**src/logic/bscr_pkg.sv**
```systemverilog
package bscr_pkg;
    // ----------------------------------------------------------------
    // Register byte addresses
    // ----------------------------------------------------------------
    localparam logic [7:0] OFS_BUS_LAT = 8'h18;
    localparam logic [7:0] OFS_IO_STS = 8'h1c;
    localparam logic [7:0] OFS_IRQ_STS = 8'h40;
    localparam logic [7:0] OFS_IRQ_MASK = 8'h44;
    localparam logic [7:0] OFS_CTRL = 8'h48;
    localparam logic [7:0] OFS_IO_UPPER = 8'h4c;
    // ----------------------------------------------------------------
    // Field positions
    // ----------------------------------------------------------------
    localparam int SUB_LSB = 16;
    localparam int LAT_LSB = 24;
    localparam int IO_BASE_LSB = 4;
    localparam int IO_LIM_LSB = 12;
    localparam int CTRL_PERR_EN = 6;
    localparam int ST_DPE = 24;
    localparam int ST_STA = 27;
    localparam int UP_LIM_LSB = 16;
    localparam int NUM_EV = 6;
    // ----------------------------------------------------------------
    // Reset and fixed values
    // ----------------------------------------------------------------
    localparam logic [7:0] BYTE_RST = 8'h00;
    localparam logic [3:0] NIB_RST = 4'h0;
    localparam logic [3:0] IO32_IND = 4'h1;
    localparam logic [4:0] ST_RSVD_LO = 5'h00;
    localparam logic ST_66MHZ = 1'b1;
    localparam logic ST_RSVD_22 = 1'b0;
    localparam logic ST_FBB = 1'b1;
    localparam logic [1:0] SEL_SPEED = 2'h1;
    localparam logic [11:0] IO_BASE_LOW = 12'h000;
    localparam logic [11:0] IO_LIM_LOW = 12'hfff;
    localparam logic [5:0] EV_RST = 6'h00;
    localparam logic [31:0] WORD_RST = 32'h0000_0000;
    // ----------------------------------------------------------------
    // Bus answers
    // ----------------------------------------------------------------
    localparam logic [1:0] RESP_OKAY = 2'h0;
    localparam logic [1:0] RESP_SLVERR = 2'h2;
endpackage

```
**src/logic/bscr_regs.sv**
```systemverilog
// The AXI4-Lite interface to the registers was decided locally.
`timescale 1ns/100ps
// Overview of operation
// - Bits 23:16 of word 18h are a read-write subordinate bus number, reset to zero.
// - Bits 31:24 of word 18h are a read-write secondary latency count, reset to zero.
// - With latency zero and grant removed, master cycles end after the first data phase, except MWI.
// - Bits 3:0 and 11:8 of word 1Ch read as one, showing 32-bit I/O addressing.
// - Bits 7:4 are writable I/O base address bits 15:12, low bits taken as zero, reset zero.
// - Bits 15:12 are writable I/O limit address bits 15:12, low bits taken as FFFh, reset zero.
// - Status bit 21 reads one for 66 MHz capability; bits 20:16 and 22 read zero.
// - Status bit 23 reads one for fast back-to-back decode on the secondary side.
// - Status bit 24 sets when the secondary parity pin is low and command bit 6 is set.
// - Status bits 26:25 read binary 01 for medium select decode speed.
// - Status bit 27 sets when the bridge as secondary target signals target abort.
// - Status bit 28 sets when a secondary cycle the bridge mastered gets target abort.
// - Status bit 29 sets when a secondary cycle the bridge mastered ends in master abort.
// - Status bit 30 sets when the secondary system error pin is seen low.
// - Status bit 31 sets on an address or data parity error on the secondary side.
module bscr_regs (
    input wire logic i_mclk,
    input wire logic i_rstn,
    // AXI4-Lite slave
    input wire logic i_awvalid,
    output logic o_awready,
    input wire logic [7:0] i_awaddr,
    input wire logic i_wvalid,
    output logic o_wready,
    input wire logic [31:0] i_wdata,
    input wire logic [3:0] i_wstrb,
    output logic o_bvalid,
    input wire logic i_bready,
    output logic [1:0] o_bresp,
    input wire logic i_arvalid,
    output logic o_arready,
    input wire logic [7:0] i_araddr,
    output logic o_rvalid,
    input wire logic i_rready,
    output logic [31:0] o_rdata,
    output logic [1:0] o_rresp,
    // Secondary bus events
    input wire logic i_secondary_parity_error_pin_n,
    input wire logic i_secondary_system_error_pin_n,
    input wire logic i_target_abort_signaled,
    input wire logic i_target_abort_received,
    input wire logic i_master_abort_received,
    input wire logic i_parity_error_detected,
    // Secondary master cycle
    input wire logic i_frame_start,
    input wire logic i_frame_active,
    input wire logic i_sec_gnt_n,
    input wire logic i_data_done,
    input wire logic i_mwi,
    output logic o_lat_expired,
    output logic o_master_stop,
    // I/O window decode
    input wire logic i_io_valid,
    input wire logic [31:0] i_io_addr,
    output logic o_io_forward,
    // Configuration and interrupt
    output logic [7:0] o_subordinate_bus,
    output logic o_irq
);
    // ----------------------------------------------------------------
    // Configuration state
    // ----------------------------------------------------------------
    logic [7:0] sub_bus_r;
    logic [7:0] lat_r;
    logic [3:0] io_base_r;
    logic [3:0] io_lim_r;
    logic [15:0] io_base_up_r;
    logic [15:0] io_lim_up_r;
    logic perr_en_r;
    logic [5:0] irq_mask_r;
    logic io_fwd_r;

    // ----------------------------------------------------------------
    // Bus handshake state
    // ----------------------------------------------------------------
    logic aw_hold_r;
    logic w_hold_r;
    logic [7:0] awaddr_r;
    logic [31:0] wdata_r;
    logic [3:0] wstrb_r;
    logic bvalid_r;
    logic [1:0] bresp_r;
    logic rvalid_r;
    logic [31:0] rdata_r;
    logic [1:0] rresp_r;

    // ----------------------------------------------------------------
    // Write path decode
    // ----------------------------------------------------------------
    wire aw_take = i_awvalid && o_awready;
    wire w_take = i_wvalid && o_wready;
    wire wr_go = aw_hold_r && w_hold_r && !bvalid_r;
    wire wr_bus_lat = wr_go && (awaddr_r == bscr_pkg::OFS_BUS_LAT);
    wire wr_io_sts = wr_go && (awaddr_r == bscr_pkg::OFS_IO_STS);
    wire wr_irq_sts = wr_go && (awaddr_r == bscr_pkg::OFS_IRQ_STS);
    wire wr_mask = wr_go && (awaddr_r == bscr_pkg::OFS_IRQ_MASK);
    wire wr_ctrl = wr_go && (awaddr_r == bscr_pkg::OFS_CTRL);
    wire wr_upper = wr_go && (awaddr_r == bscr_pkg::OFS_IO_UPPER);
    wire wr_hit = wr_bus_lat || wr_io_sts || wr_irq_sts ||
                  wr_mask || wr_ctrl || wr_upper;

    // Holding both channels lets the master present them in either order
    assign o_awready = !aw_hold_r && !bvalid_r;
    assign o_wready = !w_hold_r && !bvalid_r;
    assign o_bvalid = bvalid_r;
    assign o_bresp = bresp_r;

    // ----------------------------------------------------------------
    // Read path decode
    // ----------------------------------------------------------------
    wire ar_take = i_arvalid && o_arready;
    wire rd_bus_lat = (i_araddr == bscr_pkg::OFS_BUS_LAT);
    wire rd_io_sts = (i_araddr == bscr_pkg::OFS_IO_STS);
    wire rd_irq_sts = (i_araddr == bscr_pkg::OFS_IRQ_STS);
    wire rd_mask = (i_araddr == bscr_pkg::OFS_IRQ_MASK);
    wire rd_ctrl = (i_araddr == bscr_pkg::OFS_CTRL);
    wire rd_upper = (i_araddr == bscr_pkg::OFS_IO_UPPER);
    wire rd_hit = rd_bus_lat || rd_io_sts || rd_irq_sts ||
                  rd_mask || rd_ctrl || rd_upper;

    assign o_arready = !rvalid_r;
    assign o_rvalid = rvalid_r;
    assign o_rdata = rdata_r;
    assign o_rresp = rresp_r;

    // ----------------------------------------------------------------
    // Sticky event flags
    // ----------------------------------------------------------------
    // Event order: dpe, sig tabort, rcv tabort, rcv mabort, serr, parity
    logic [5:0] ev;
    logic [5:0] sts;
    logic [5:0] sts_clr;
    logic [5:0] irq_sts;
    logic [5:0] irq_clr;

    assign ev[0] = !i_secondary_parity_error_pin_n && perr_en_r;
    assign ev[1] = i_target_abort_signaled;
    assign ev[2] = i_target_abort_received;
    assign ev[3] = i_master_abort_received;
    assign ev[4] = !i_secondary_system_error_pin_n;
    assign ev[5] = i_parity_error_detected;

    // Only the top byte lane reaches the flags
    assign sts_clr = (wr_io_sts && wstrb_r[3]) ?
                     {wdata_r[31:bscr_pkg::ST_STA], wdata_r[bscr_pkg::ST_DPE]} :
                     bscr_pkg::EV_RST;

    // Interrupt copy is cleared by reading it, so a poll loses nothing
    assign irq_clr = (ar_take && rd_irq_sts) ? ~bscr_pkg::EV_RST : bscr_pkg::EV_RST;

    bscr_flags #(
        .W(bscr_pkg::NUM_EV)
    ) u_sts (
        .i_mclk(i_mclk),
        .i_rstn(i_rstn),
        .i_set(ev),
        .i_clr(sts_clr),
        .o_q(sts)
    );

    bscr_flags #(
        .W(bscr_pkg::NUM_EV)
    ) u_irq (
        .i_mclk(i_mclk),
        .i_rstn(i_rstn),
        .i_set(ev),
        .i_clr(irq_clr),
        .o_q(irq_sts)
    );

    assign o_irq = |(irq_sts & irq_mask_r);

    // ----------------------------------------------------------------
    // Read words
    // ----------------------------------------------------------------
    wire [31:0] word_bus_lat = {lat_r, sub_bus_r, 16'h0000};
    wire [15:0] word_io = {io_lim_r, bscr_pkg::IO32_IND,
                           io_base_r, bscr_pkg::IO32_IND};
    wire [15:0] word_sts = {sts[5:1],
                            bscr_pkg::SEL_SPEED,
                            sts[0],
                            bscr_pkg::ST_FBB,
                            bscr_pkg::ST_RSVD_22,
                            bscr_pkg::ST_66MHZ,
                            bscr_pkg::ST_RSVD_LO};
    wire [31:0] word_ctrl = {25'h0000000, perr_en_r, 6'h00};
    wire [31:0] word_upper = {io_lim_up_r, io_base_up_r};
    wire [31:0] rd_word = rd_bus_lat ? word_bus_lat :
                          rd_io_sts ? {word_sts, word_io} :
                          rd_irq_sts ? {26'h0000000, irq_sts} :
                          rd_mask ? {26'h0000000, irq_mask_r} :
                          rd_ctrl ? word_ctrl :
                          rd_upper ? word_upper :
                          bscr_pkg::WORD_RST;

    // ----------------------------------------------------------------
    // I/O window decode
    // ----------------------------------------------------------------
    wire [31:0] io_lo = {io_base_up_r, io_base_r, bscr_pkg::IO_BASE_LOW};
    wire [31:0] io_hi = {io_lim_up_r, io_lim_r, bscr_pkg::IO_LIM_LOW};
    wire io_hit = i_io_valid && (i_io_addr >= io_lo) && (i_io_addr <= io_hi);

    assign o_io_forward = io_fwd_r;
    assign o_subordinate_bus = sub_bus_r;

    // ----------------------------------------------------------------
    // Latency timer
    // ----------------------------------------------------------------
    bscr_lat_timer u_lat (
        .i_mclk(i_mclk),
        .i_rstn(i_rstn),
        .i_lat(lat_r),
        .i_frame_start(i_frame_start),
        .i_frame_active(i_frame_active),
        .i_gnt_n(i_sec_gnt_n),
        .i_data_done(i_data_done),
        .i_mwi(i_mwi),
        .o_expired(o_lat_expired),
        .o_stop(o_master_stop)
    );

    // ----------------------------------------------------------------
    // Write channel capture and response
    // ----------------------------------------------------------------
    always_ff @(posedge i_mclk or negedge i_rstn) begin
        if (!i_rstn) begin
            aw_hold_r <= 1'b0;
            awaddr_r <= 8'h00;
        end else if (aw_take) begin
            aw_hold_r <= 1'b1;
            awaddr_r <= i_awaddr;
        end else if (wr_go) begin
            aw_hold_r <= 1'b0;
        end
    end

    always_ff @(posedge i_mclk or negedge i_rstn) begin
        if (!i_rstn) begin
            w_hold_r <= 1'b0;
            wdata_r <= bscr_pkg::WORD_RST;
            wstrb_r <= 4'h0;
        end else if (w_take) begin
            w_hold_r <= 1'b1;
            wdata_r <= i_wdata;
            wstrb_r <= i_wstrb;
        end else if (wr_go) begin
            w_hold_r <= 1'b0;
        end
    end

    always_ff @(posedge i_mclk or negedge i_rstn) begin
        if (!i_rstn) begin
            bvalid_r <= 1'b0;
            bresp_r <= bscr_pkg::RESP_OKAY;
        end else if (wr_go) begin
            bvalid_r <= 1'b1;
            bresp_r <= wr_hit ? bscr_pkg::RESP_OKAY : bscr_pkg::RESP_SLVERR;
        end else if (i_bready) begin
            bvalid_r <= 1'b0;
        end
    end

    // ----------------------------------------------------------------
    // Read response
    // ----------------------------------------------------------------
    always_ff @(posedge i_mclk or negedge i_rstn) begin
        if (!i_rstn) begin
            rvalid_r <= 1'b0;
            rdata_r <= bscr_pkg::WORD_RST;
            rresp_r <= bscr_pkg::RESP_OKAY;
        end else if (ar_take) begin
            rvalid_r <= 1'b1;
            rdata_r <= rd_word;
            rresp_r <= rd_hit ? bscr_pkg::RESP_OKAY : bscr_pkg::RESP_SLVERR;
        end else if (i_rready) begin
            rvalid_r <= 1'b0;
        end
    end

    // ----------------------------------------------------------------
    // Writable configuration fields
    // ----------------------------------------------------------------
    always_ff @(posedge i_mclk or negedge i_rstn) begin
        if (!i_rstn) begin
            sub_bus_r <= bscr_pkg::BYTE_RST;
            lat_r <= bscr_pkg::BYTE_RST;
        end else if (wr_bus_lat) begin
            if (wstrb_r[2]) begin
                sub_bus_r <= wdata_r[bscr_pkg::SUB_LSB +: 8];
            end
            if (wstrb_r[3]) begin
                lat_r <= wdata_r[bscr_pkg::LAT_LSB +: 8];
            end
        end
    end

    always_ff @(posedge i_mclk or negedge i_rstn) begin
        if (!i_rstn) begin
            io_base_r <= bscr_pkg::NIB_RST;
            io_lim_r <= bscr_pkg::NIB_RST;
        end else if (wr_io_sts) begin
            if (wstrb_r[0]) begin
                io_base_r <= wdata_r[bscr_pkg::IO_BASE_LSB +: 4];
            end
            if (wstrb_r[1]) begin
                io_lim_r <= wdata_r[bscr_pkg::IO_LIM_LSB +: 4];
            end
        end
    end

    always_ff @(posedge i_mclk or negedge i_rstn) begin
        if (!i_rstn) begin
            io_base_up_r <= 16'h0000;
            io_lim_up_r <= 16'h0000;
        end else if (wr_upper) begin
            if (&wstrb_r[1:0]) begin
                io_base_up_r <= wdata_r[15:0];
            end
            if (&wstrb_r[3:2]) begin
                io_lim_up_r <= wdata_r[bscr_pkg::UP_LIM_LSB +: 16];
            end
        end
    end

    always_ff @(posedge i_mclk or negedge i_rstn) begin
        if (!i_rstn) begin
            perr_en_r <= 1'b0;
            irq_mask_r <= bscr_pkg::EV_RST;
        end else begin
            if (wr_ctrl && wstrb_r[0]) begin
                perr_en_r <= wdata_r[bscr_pkg::CTRL_PERR_EN];
            end
            if (wr_mask && wstrb_r[0]) begin
                irq_mask_r <= wdata_r[5:0];
            end
        end
    end

    // Registered so the forward decision is a clean flop output
    always_ff @(posedge i_mclk or negedge i_rstn) begin
        if (!i_rstn) begin
            io_fwd_r <= 1'b0;
        end else begin
            io_fwd_r <= io_hit;
        end
    end
endmodule

```
**src/logic/bscr_flags.sv**
```systemverilog
`timescale 1ns/100ps
// Bank of sticky flags; a set in the cycle of a clear wins
module bscr_flags #(
    parameter int W = 6
) (
    input wire logic i_mclk,
    input wire logic i_rstn,
    input wire logic [W-1:0] i_set,
    input wire logic [W-1:0] i_clr,
    output logic [W-1:0] o_q
);
    logic [W-1:0] q_r;
    logic [W-1:0] q_nxt;

    assign q_nxt = i_set | (q_r & ~i_clr);
    assign o_q = q_r;

    always_ff @(posedge i_mclk or negedge i_rstn) begin
        if (!i_rstn) begin
            q_r <= '0;
        end else begin
            q_r <= q_nxt;
        end
    end
endmodule

```
**src/logic/bscr_lat_timer.sv**
```systemverilog
`timescale 1ns/100ps
// Secondary master latency timer, counts i_mclk periods from frame start
module bscr_lat_timer (
    input wire logic i_mclk,
    input wire logic i_rstn,
    input wire logic [7:0] i_lat,
    input wire logic i_frame_start,
    input wire logic i_frame_active,
    input wire logic i_gnt_n,
    input wire logic i_data_done,
    input wire logic i_mwi,
    output logic o_expired,
    output logic o_stop
);
    logic [7:0] cnt_r;
    logic [7:0] cnt_nxt;
    logic run_r;
    logic first_r;
    logic zero_lat;
    logic first_seen;

    assign zero_lat = (i_lat == 8'h00);
    assign cnt_nxt = i_frame_start ? i_lat :
                     (run_r && cnt_r != 8'h00) ? cnt_r - 8'h01 : cnt_r;
    assign o_expired = run_r && (cnt_r == 8'h00);
    assign first_seen = first_r | i_data_done;
    // Zero setting: stop after first data once grant is gone; MWI runs on
    assign o_stop = i_frame_active && i_gnt_n && !i_mwi &&
                    (zero_lat ? first_seen : o_expired);

    always_ff @(posedge i_mclk or negedge i_rstn) begin
        if (!i_rstn) begin
            cnt_r <= 8'h00;
            run_r <= 1'b0;
            first_r <= 1'b0;
        end else begin
            cnt_r <= cnt_nxt;
            run_r <= i_frame_start | (run_r & i_frame_active);
            first_r <= !i_frame_start && i_frame_active && first_seen;
        end
    end
endmodule

```
**config.mk**
```make
export PLATFORM = sky130hd
export DESIGN_NAME = bscr_regs
export DESIGN_NICKNAME = d
export VERILOG_FILES = /design/src/logic/bscr_pkg.sv /design/src/logic/bscr_regs.sv /design/src/logic/bscr_flags.sv /design/src/logic/bscr_lat_timer.sv
export SDC_FILE = /design/constraint.sdc
export NUM_CORES = 1
export LEC_CHECK = 0
export ABC_AREA = 0
export ABC_CLOCK_PERIOD_IN_PS = 4100
export BUFFER_PORTS_ARGS = -buffer_cell sky130_fd_sc_hd__buf_2
export CELL_PAD_IN_SITES_DETAIL_PLACEMENT = 1
export CELL_PAD_IN_SITES_GLOBAL_PLACEMENT = 1
export CORE_UTILIZATION = 25
export CTS_CLUSTER_DIAMETER = 40
export DETAILED_ROUTE_END_ITERATION = 12
export PLACE_DENSITY_LB_ADDON = 0.15
export SLEW_MARGIN = 30
export SYNTH_ARGS = -nofsm -noshare
export SYNTH_HDL_FRONTEND = slang
export SYNTH_SLANG_ARGS = --single-unit
```
**constraint.sdc**
```tcl
create_clock -name i_mclk -period 4.1 [get_ports i_mclk]
set_input_delay 0.615 -clock i_mclk [delete_from_list [all_inputs] [get_ports i_mclk]]
set_output_delay 0.615 -clock i_mclk [all_outputs]
set_load 0.03 [all_outputs]
```
After elaboration in Yosys (flattened, before gate mapping)
Cells that the tools add are included.
{"block": "word_totals", "ff_bits": 170, "output_inout_bits": 53, "elab_cells": 129}
{"block": "classes", "add_sub_neg": 1, "n_lt_le_gt_ge": 2, "eq_ne": 12, "n_mux": 20, "bitwise": 10, "reduce_logical": 60}
{"operator": "two-way mux 32 bit", "n": 6}
{"operator": "== test 8 x 7 -> 1 bit, second input constant", "n": 8}
{"operator": "== test 8 x 5 -> 1 bit, second input constant", "n": 4}
{"operator": "greater-or-equal comparator 32 bit", "n": 1}
{"operator": "less-or-equal comparator 32 bit", "n": 1}
{"operator": "logical AND 1 bit", "n": 27}
{"operator": "AND 6 bit", "n": 3}
{"operator": "logical NOT 8 bit", "n": 2}
{"operator": "two-way mux 8 bit", "n": 2}
{"operator": "two-way mux 6 bit", "n": 2}
{"operator": "inverter 6 bit", "n": 2}
{"operator": "OR 6 bit", "n": 2}
{"operator": "logical OR 1 bit", "n": 10}
{"operator": "nonzero test 2 bit", "n": 5}
{"operator": "logical NOT 1 bit", "n": 8}
{"operator": "two-way mux 1 bit", "n": 8}
{"operator": "AND reduction 2 bit", "n": 4}
{"operator": "nonzero test 8 bit", "n": 1}
{"operator": "subtractor 8 x 1 -> 8 bit, second input constant", "n": 1}
{"operator": "AND reduction 3 bit", "n": 2}
{"operator": "OR reduction 6 bit", "n": 1}
{"operator": "two-way mux 2 bit", "n": 2}
{"operator": "OR 1 bit", "n": 2}
{"operator": "AND 1 bit", "n": 1}

Longest topological paths before layout
Gate-level depths: netlist (run 1).
{"block": "logic_depth", "ltp_word": 9, "depth_mapped": 7, "ltp_nobuf": 7}

Hierarchy
A second synthesis (run 1) with hierarchy kept.
{"block": "unflattened", "hier_cells": 724, "area_unflattened_um2": 8330.5}
{"module": "bscr_regs", "n_inst": 1, "cells_each": 616, "area_each_um2": 7230.7}
{"module": "bscr_lat_timer", "n_inst": 1, "cells_each": 72, "area_each_um2": 664.4}
{"module": "bscr_flags", "n_inst": 2, "cells_each": 18, "area_each_um2": 217.7}

Worst setup path after synthesis (run 1)
Ideal clock, no wire load.
{"block": "synth_timing", "path_type": "reg-to-output", "from": "register u_lat.cnt_r[4]", "to": "output o_master_stop", "arrival_ns": 2.875, "required_ns": 3.485, "path_slack_ns": 0.610, "path_stages_with_launch": 6, "path_cell_list": "dfrtp_1 or3_1 clkbuf_1 nor4_1 nor2_1 a211oi_1"}
{"block": "synth_via", "elab_chain_cells": 4}
{"item": "start, declared", "line": "bscr_lat_timer.sv:15", "text": "logic [7:0] cnt_r;"}
{"item": "start signal, assigned", "line": "bscr_lat_timer.sv:37", "text": "cnt_r <= cnt_nxt;"}
{"item": "logical NOT 8 bit", "line": "bscr_lat_timer.sv:25", "text": "assign o_expired = run_r && (cnt_r == 8'h00);"}
{"item": "logical AND 1 bit", "line": "bscr_lat_timer.sv:25"}
{"item": "net o_lat_expired", "line": "bscr_regs.sv:53", "text": "output logic o_lat_expired,"}
{"item": "two-way mux 1 bit", "line": "bscr_lat_timer.sv:29", "text": "(zero_lat ? first_seen : o_expired);"}
{"item": "logical AND 1 bit", "line": "bscr_lat_timer.sv:28", "text": "assign o_stop = i_frame_active && i_gnt_n && !i_mwi &&"}
{"item": "end, declared", "line": "bscr_regs.sv:54", "text": "output logic o_master_stop,"}
The timed path passes the listed nets, and every way through them passes these cells.

Worst setup path after layout (run 1)
{"block": "layout_timing", "from": "register u_lat.cnt_r[4]", "to": "output o_master_stop"}
{"block": "layout_via", "elab_chain_cells": 4}
{"item": "logical NOT 8 bit", "line": "bscr_lat_timer.sv:25"}
{"item": "logical AND 1 bit", "line": "bscr_lat_timer.sv:25"}
{"item": "two-way mux 1 bit", "line": "bscr_lat_timer.sv:29"}
{"item": "logical AND 1 bit", "line": "bscr_lat_timer.sv:28"}
Every way passes these cells.

==> results.json, run 1 <==
{
  "final_cell_mix": "168 x dfrtp_1, 152 x buf_2, 112 x mux2_2",
  "gp_congestion": 0.729,
  "fin_nets": 1012,
  "synth.avg_cell_area_um2": 11.3,
  "ys.flop_type": "dfrtp_1",
  "cts_buffers": 17,
  "drive_gt1_share_pct": 35.6,
  "yosysSeqAreaShare_pct": 52.2,
  "hold_buffers": 0,
  "hp-class": "in2async",
  "cts_setup_buffers": 0,
  "start_util_pct": 25.4,
  "finClkSkew_ps": 14.7,
  "post_dp_cell_area_um2": 9280,
  "synth_edf_count": 0,
  "utilization_pct": 31.1,
  "hold_viol_final": 0,
  "die_area_um2": 32900,
  "wl_per_cell_um": 19.0,
  "routed_wl_mm": 24.5,
  "dp_slack_ps": 981,
  "holdWs_ps": 251,
  "via_count": 5943,
  "cellPowerDensity_nw_per_um2": 515,
  "n_fill_cell": 3536,
  "slew_headroom_pct": 40.6,
  "setup_viol": 0,
  "area_growth_pct": 22.4,
  "overflow": 0,
  "yosysTopAreaCellShare_pct": 52.2,
  "fin_tns_setup_ps": 0,
  "crit_type": "reg2out",
  "die_y_um": 181,
  "cts_htree_levels": 4,
  "core_area_um2": 31600,
  "port_buffers": 153,
  "start_kind": "register",
  "rsz0062_at_grt": "no",
  "leakagePower_uw": 0.00461,
  "pin_count": 156,
  "yosysUniqueCellTypes": 51,
  "clock_sink_count": 168,
  "synth-seq-cells": 168,
  "grt_use_total_pct": 15.6,
  "fin_crit_sh_pct": 69.2,
  "status": "finished, final reports clean",
  "synth.largest_area_cell": "dfrtp_1",
  "final_area_um2": 9850,
  "worst_pin_slew_ps": 891,
  "path_clk_slew_ps": 70,
  "clock_latency_ps": 440,
  "viasPerCell": 4.62,
  "drt_iter0_drc": 221,
  "synth_area_um2": 8050,
  "ir_drop_mv": 0.411,
  "first_global_vias": 6465,
  "place_hpwl_mm": 18.6,
  "ys_async_sr_fraction_pct": 100,
  "drv_cap": 0,
  "worstPathRequired_ps": 3480,
  "grt_max_degree": 88,
  "clock_path_buffers": 2,
  "drtPass1Iterations": 4,
  "drv_slew": 0,
  "path_max_fanout": 6,
  "route.detailed.drc": 0,
  "fin_ws_ps": 1260,
  "ant_nets": 0,
  "fp-row-count": 65,
  "cts_tree": "yes",
  "yosys-top-cells-area": "dfrtp_1 52%, mux2_2 16%, ha_1 6.4%, nand2_1 3.3%, inv_1 2.4%",
  "mostFrequentLayoutCell": "dfrtp_1",
  "syn_inst": 715,
  "die_x_um": 181,
  "max_freq_mhz": 352,
  "grt_antenna_before_repair": 4,
  "yosysWarningCount": 0,
  "grt_pass1_wl_mm": 38.9,
  "clockRootBuffer": "clkbuf_16",
  "worst_setup_path_end_kind": "output pin",
  "post-route-min-period_ps": 2840,
  "critPathArrivalTime_ps": 2220,
  "cts_resized": 0
}
per-layer routing:
layer / track usage, % / vias up / wire length, µm
li1: - / 2845 / -
met1: 20.9 / 2962 / 11600
met2: 25.5 / 110 / 11500
met3: 3.73 / 22 / 1020
met4: 3.56 / 4 / 234
met5: 0 / - / 26
sequential cells by signal (all words and copies together), names as in the netlist, 8 cells and up:
name,cells
wdata_r,32
awaddr_r,8
o_rdata,32
o_subordinate_bus,8
lat_r,8
io_lim_up_r,16
u_lat.cnt_r,8
io_base_up_r,16
logic make-up after synthesis:
kind of cell | Yosys count | synth area share (%)
flops | 168 | 52.2
other cells | 1 | 0.0466
buf+inv | 81 | 3.99
simple gates | 178 | 10.7
xor+xnor | 7 | 0.762
mux | 114 | 15.9
fa+ha+maj | 41 | 6.37
compound gates | 125 | 9.98
synthesized netlist by cell type, types with 3 or more instances:
cell and count:
a21oi_1 33, a221oi_1 9, nor4_1 5, nand4_1 9, a31oi_1 3, nor2_1 46, inv_1 51, nand2_1 70
clkbuf_1 21, buf_2 5, and4_1 6, o21ai_0 28, buf_4 3, nor2b_1 3, a21o_1 13, a22oi_1 15
mux2_2 112, ha_1 41, xnor2_1 6, nor3_1 4, o211ai_1 3, o31ai_1 9, nor4b_1 5, or4_1 3
and2_1 3, nand3_1 8, dfrtp_1 168
final cells by class:
type                    instances  area, µm²  area share (%)
flip-flops and latches        168       4200            42.7
multi-input cells             467       3540            35.9
repair buffers                163        847            8.60
well taps                     402        503            5.11
clock buffers                  19        453            4.60
inverters                      51        191            1.94
clock inverters                13        109            1.11
diodes                          2       5.00          0.0508
path summary, 6_finish.rpt:
check	from	endpoint	slack, ps	cells after the start
setup / recovery	u_lat.cnt_r[4]$_DFFE_PN0P_	o_master_stop	1260	5
max in group asynchronous	i_rstn	o_subordinate_bus[1]$_DFFE_PN0P_	2830	2
min in group i_mclk	i_bready	o_bvalid$_DFFE_PN0P_	370	2
setup reg to reg	awaddr_r[1]$_DFFE_PN0P_	io_base_up_r[11]$_DFFE_PN0P_	1790	4
hold / removal	i_rstn	wdata_r[12]$_DFFE_PN0P_	250	1
hold reg to reg	o_rdata[11]$_DFFE_PN0P_	o_rdata[11]$_DFFE_PN0P_	470	2
critical path, stage by stage (launching register included):
cell and delay [ps]:
dfrtp_1 390, or3_1 490, nor4_1 400, nor2_1 100
a211oi_1 200, buf_2 220
stage by stage:
step | cells | total power [µW]
2_1_floorplan | 716 | 3110
3_3_place_gp | 1251 | 3560
4_1_cts | 1283 | 5180
3_5_place_dp | 1251 | 3580
5_1_grt | 1284 | 5400
6_report | 1285 | 5080
power by group:
| part | switching (µW) | leakage [µW] | internal [µW] |
|---|---|---|---|
| sequential | 320 | 0.00215 | 2010 |
| clock | 742 | 0.000269 | 824 |
| combinational | 626 | 0.00219 | 550 |
(Power assumes the default switching activity.)
==> inputs of run 2 (changes only) <==
ABC_CLOCK_PERIOD_IN_PS = 2900   (was 4100)
clock period = 2.9 ns   (was 4.1 ns; I/O delays follow)
==> results.json, run 2 (synthesis gave the netlist of run 1 again) <==
{
  "status": "finished, final reports clean",
  "cts_buffers": 17,
  "area_growth_pct": 23.4,
  "holdWs_ps": 185,
  "clock_sink_count": 168,
  "rr_startpoint": "io_base_r[1]$_DFFE_PN0P_",
  "leakagePower_uw": 0.00463,
  "wl_per_cell_um": 19.1,
  "dpl.cell_count": 1254,
  "max_freq_mhz": 389,
  "overflow": 0,
  "grt_use_total_pct": 15.6,
  "port_buffers": 153,
  "gp_congestion": 0.755,
  "core_area_um2": 31600,
  "fin_crit_sh_pct": 88.7,
  "hp-class": "in2reg",
  "grt_pass1_wl_mm": 38.6,
  "ant_nets": 0,
  "post-route-min-period_ps": 2570,
  "drive_gt1_share_pct": 35.6,
  "clock_path_buffers": 2,
  "die_x_um": 181,
  "route.detailed.drc": 0,
  "ir_drop_mv": 0.350,
  "slew_headroom_pct": 57.2,
  "grt_max_degree": 53,
  "cp-startpoint": "u_lat.cnt_r[4]$_DFFE_PN0P_",
  "via_count": 5966,
  "cts_resized": 0,
  "drv_cap": 0,
  "drv_slew": 0,
  "hold_start": "i_bready",
  "start_util_pct": 25.4,
  "drtPass1Iterations": 4,
  "hold_viol_final": 0,
  "cts_setup_buffers": 0,
  "grt_antenna_before_repair": 7,
  "critPathArrivalTime_ps": 2140,
  "die_y_um": 181,
  "final_cell_mix": "168 x dfrtp_1, 152 x buf_2, 112 x mux2_2",
  "fin_tns_setup_ps": 0,
  "fin_nets": 1016,
  "place_hpwl_mm": 18.8,
  "clockRootBuffer": "clkbuf_16",
  "drt_iter0_drc": 243,
  "start_kind": "register",
  "cellPowerDensity_nw_per_um2": 725,
  "cts_htree_levels": 4,
  "mostFrequentLayoutCell": "dfrtp_1",
  "viasPerCell": 4.62,
  "pin_count": 156,
  "crit_type": "reg2out",
  "instances_no_fill": 1290,
  "worst_pin_slew_ps": 633,
  "cts_tree": "yes",
  "setup_viol": 0,
  "worstPathRequired_ps": 2470,
  "worst_setup_path_end_kind": "output pin",
  "path_clk_slew_ps": 60,
  "hold_buffers": 1,
  "die_area_um2": 32900,
  "finClkSkew_ps": 11.6,
  "fp-row-count": 65,
  "path_max_fanout": 6,
  "rsz0062_at_grt": "no",
  "first_global_vias": 6434,
  "clock_latency_ps": 430,
  "routed_wl_mm": 24.6
}
==> run 2: cell count changes in the layout (fill, tap and decap cells not counted), moves of 2 or more <==
| cell | delta |
|---|---|
| diode_2 | +2 |
| inv_6 | -2 |
| buf_12 | +4 |
| clkbuf_8 | -2 |
| clkbuf_1 | +2 |
==> run 2: layer usage <==
layer	share of wire [%]	global-route usage (%)	routed length [µm]
met5	0.11	0	27
met4	0.84	3.46	207
met3	4.8	4.15	1170
met2	48	25.8	11700
met1	47	20.3	11500
==> run 2: worst max-delay path, cell delays in order, from the launching register on <==
cell and delay [ps]:
dfrtp_1 390, or3_1 500, nor4_2 330, nor2_1 90
a211oi_2 180, buf_2 220
==> run 2: layout make-up <==
cell class | count | area [µm²]
inverters | 51 | 191
repair buffers | 167 | 930
flip-flops and latches | 168 | 4200
fillers | 3554 | 21700
diodes | 4 | 10.0
clock inverters | 12 | 121
clock buffers | 19 | 433
multi-input cells | 467 | 3540
well taps | 402 | 503
==> run 2: metrics by stage <==
step                util, %  instance area (µm²)  worst slack (ps)  total power (µW)
CTS                    31.4                 9920               265              7360
finish                 31.4                 9930               329              7210
floorplan                 -                 8070               226              4400
global route           31.4                 9930               160              7670
detailed placement     29.6                 9360               392              5100
global placement       29.6                 9360               416              5070
==> run 2: power by group <==
group | switching [µW] | internal [µW] | total, µW | leakage (µW)
clock | 1010 | 1190 | 2200 | 0.000257
sequential | 450 | 2850 | 3300 | 0.00215
combinational | 898 | 806 | 1700 | 0.00223
total | 2360 | 4850 | 7210 | 0.00463
==> run 2: final timing paths <==
kind / to / slack [ps] / depth (start not counted)
min: o_bvalid$_DFFE_PN0P_ / 180 / 2
min reg2reg: o_rdata[9]$_DFFE_PN0P_ / 460 / 2
max reg2reg: o_io_forward$_DFF_PN0_ / 500 / 7
max in group asynchronous: io_lim_up_r[2]$_DFFE_PN0P_ / 1670 / 3
max: o_master_stop / 330 / 5
min in group asynchronous: wdata_r[12]$_DFFE_PN0P_ / 530 / 2
==> inputs of run 3 (changes only) <==
ABC_AREA = 1   (was 0)
==> results.json, run 3 <==
{
  "yosysTopAreaCellShare_pct": 48.9,
  "cts_buffers": 17,
  "crit_chain": "inv_1 -> ha_1 -> inv_1 -> nor2_1 -> inv_1 -> nor2_2 -> nand2_1 -> nor2_1 -> nor2_1 -> nor2_1 -> buf_2",
  "holdWs_ps": 174,
  "die_x_um": 188,
  "yosysSeqAreaShare_pct": 48.9,
  "sw_frac_of_total_pct": 35.1,
  "first_global_vias": 7524,
  "rrSetupSlack_ps": 1050,
  "fin_nets": 1310,
  "power_frac_clock_pct": 33.9,
  "pin_count": 156,
  "synth_area_um2": 8610,
  "drive_gt1_share_pct": 23.6,
  "place_hpwl_mm": 21.1,
  "cpMaxStageDelayCell": "dfrtp_1",
  "path_max_fanout": 5,
  "viasPerCell": 4.30,
  "drv_cap": 0,
  "cts_resized": 0,
  "clockRootBuffer": "clkbuf_16",
  "slew_headroom_pct": 57.1,
  "route.detailed.drc": 0,
  "syn_inst": 1013,
  "p_sw_uw": 2640,
  "post-route-min-period_ps": 2480,
  "drtPass1Iterations": 4,
  "cts_setup_buffers": 0,
  "instances_no_fill": 1627,
  "mostFrequentLayoutCell": "nand2_1",
  "finClkSkew_ps": 12.9,
  "hold_buffers": 1,
  "synth_edf_count": 0,
  "crit_type": "reg2out",
  "cp_common_cell": "nor2_1",
  "dpl.cell_count": 1594,
  "n_antenna_cell": 0,
  "ys.flop_type": "dfrtp_1",
  "yosys-top-cells-area": "dfrtp_1 49%, nand2_1 11%, inv_1 6.1%, ha_1 6.0%, o21ai_2 4.9%",
  "gp_congestion": 0.734,
  "cts_tree": "yes",
  "start_kind": "register",
  "grt_antenna_before_repair": 1,
  "clock_latency_ps": 450,
  "yosysWarningCount": 0,
  "die_area_um2": 35200,
  "cp_slowest_stage_delay_ps": 380,
  "synth_common_cells": "253 x nand2_1, 168 x dfrtp_1, 139 x inv_1",
  "final_area_um2": 10500,
  "grt_max_degree": 59,
  "overflow": 0,
  "max_freq_mhz": 403,
  "drv_slew": 0,
  "rsz0062_at_grt": "no",
  "synth.largest_area_cell": "dfrtp_1",
  "drt_iter0_drc": 305,
  "fp-row-count": 67,
  "ir_drop_mv": 0.418,
  "dp_slack_ps": 867,
  "fin_ws_ps": 420,
  "worst_pin_slew_ps": 641,
  "critPathArrivalTime_ps": 2040,
  "start_util_pct": 25.5,
  "clock_sink_count": 168,
  "setup_viol": 0,
  "cellPowerDensity_nw_per_um2": 717,
  "status": "finished, final reports clean",
  "synth.avg_cell_area_um2": 8.50,
  "wl_per_cell_um": 16.6,
  "worstPathRequired_ps": 2470,
  "path_clk_slew_ps": 80,
  "post_dp_cell_area_um2": 9810,
  "clock_path_buffers": 2,
  "core_area_um2": 33700,
  "leakagePower_uw": 0.00524,
  "cts_htree_levels": 4,
  "grt_pass1_wl_mm": 43.4,
  "port_buffers": 153,
  "ant_nets": 0,
  "area_growth_pct": 21.7,
  "grt_use_total_pct": 16.1,
  "synth.most_common_cell": "nand2_1",
  "synth-seq-cells": 168,
  "seqPwrFrac_pct": 40.7,
  "die_y_um": 188,
  "final_cell_mix": "253 x nand2_1, 168 x dfrtp_1, 152 x buf_2",
  "fin_crit_sh_pct": 85.5,
  "yosysUniqueCellTypes": 39,
  "via_count": 6999,
  "worst_setup_path_end_kind": "output pin",
  "ys_async_sr_fraction_pct": 100,
  "fin_tns_setup_ps": 0,
  "hp-class": "in2reg",
  "routed_wl_mm": 27.0,
  "internal_power_uw": 4870,
  "pwr-share-comb_pct": 25.4,
  "hold_viol_final": 0
}
run 3: routing by layer:
metal  share of wire (%)  track usage (%)  vias up
li1                    -                -     3534
met1                  48             21.6     3350
met2                  48             26.8       95
met3                 2.7             3.18       18
met4                0.89             3.78        2
met5               0.044                0        -
run 3: power by group through the flow:
stage	clock [µW]	combinational (µW)	sequential (µW)
after global routing	2720	2200	3120
after floorplan	0	1270	3120
after CTS	2630	1970	3070
after global placement	0	1930	3100
after detailed placement	0	1960	3110
final	2550	1910	3060
run 3: worst max-delay path: cells and delay by family (launching register included):
| kind | cells | cell delay (ps) |
|---|---|---|
| and+or+nand+nor | 6 | 620 |
| buffers and inverters | 4 | 430 |
| adders and majority gates | 1 | 160 |
| DFF | 1 | 380 |
run 3: final timing paths:
kind	start	to	depth (start not counted)
hold / removal	i_bready	o_bvalid$_DFFE_PN0P_	2
hold reg to reg	o_rdata[30]$_DFFE_PN0P_	o_rdata[30]$_DFFE_PN0P_	2
setup reg to reg	o_rvalid$_DFFE_PN0P_	u_irq.o_q[2]$_DFF_PN0_	5
min in group asynchronous	i_rstn	o_rdata[30]$_DFFE_PN0P_	2
setup / recovery	u_lat.cnt_r[0]$_DFFE_PN0P_	o_master_stop	11
max in group asynchronous	i_rstn	awaddr_r[4]$_DFFE_PN0P_	3
run 3: through the flow:
stage / power, µW / util, %
3_5_place_dp: 5070 / 29.1
3_3_place_gp: 5030 / 29.1
5_1_grt: 8050 / 31.1
2_1_floorplan: 4380 / -
4_1_cts: 7670 / 31.1
6_report: 7510 / 31.1
run 3: cell type report:
cell class,instances,area [µm²]
Fill cell,4049,23200
Sequential cell,168,4200
Multi-Input combinational cell,671,3640
Timing Repair Buffer,164,882
Tap cell,448,561
Inverter,144,541
Clock buffer,18,439
Clock inverter,14,206
run 3: kinds of logic (layout without fill, tap and decap cells):
logic type | Yosys count | count (layout) | share of synthesized area (%)
DFF | 168 | 168 | 48.9
muxes | 5 | 5 | 0.654
and+or+nand+nor | 417 | 417 | 20.6
xor gates and xnor gates | 3 | 3 | 0.305
buffers and inverters | 175 | 340 | 8.93
adders and majority gates | 41 | 41 | 5.96
other | 1 | 2 | 0.0436
AOI/OAI and AO/OA | 203 | 203 | 14.6
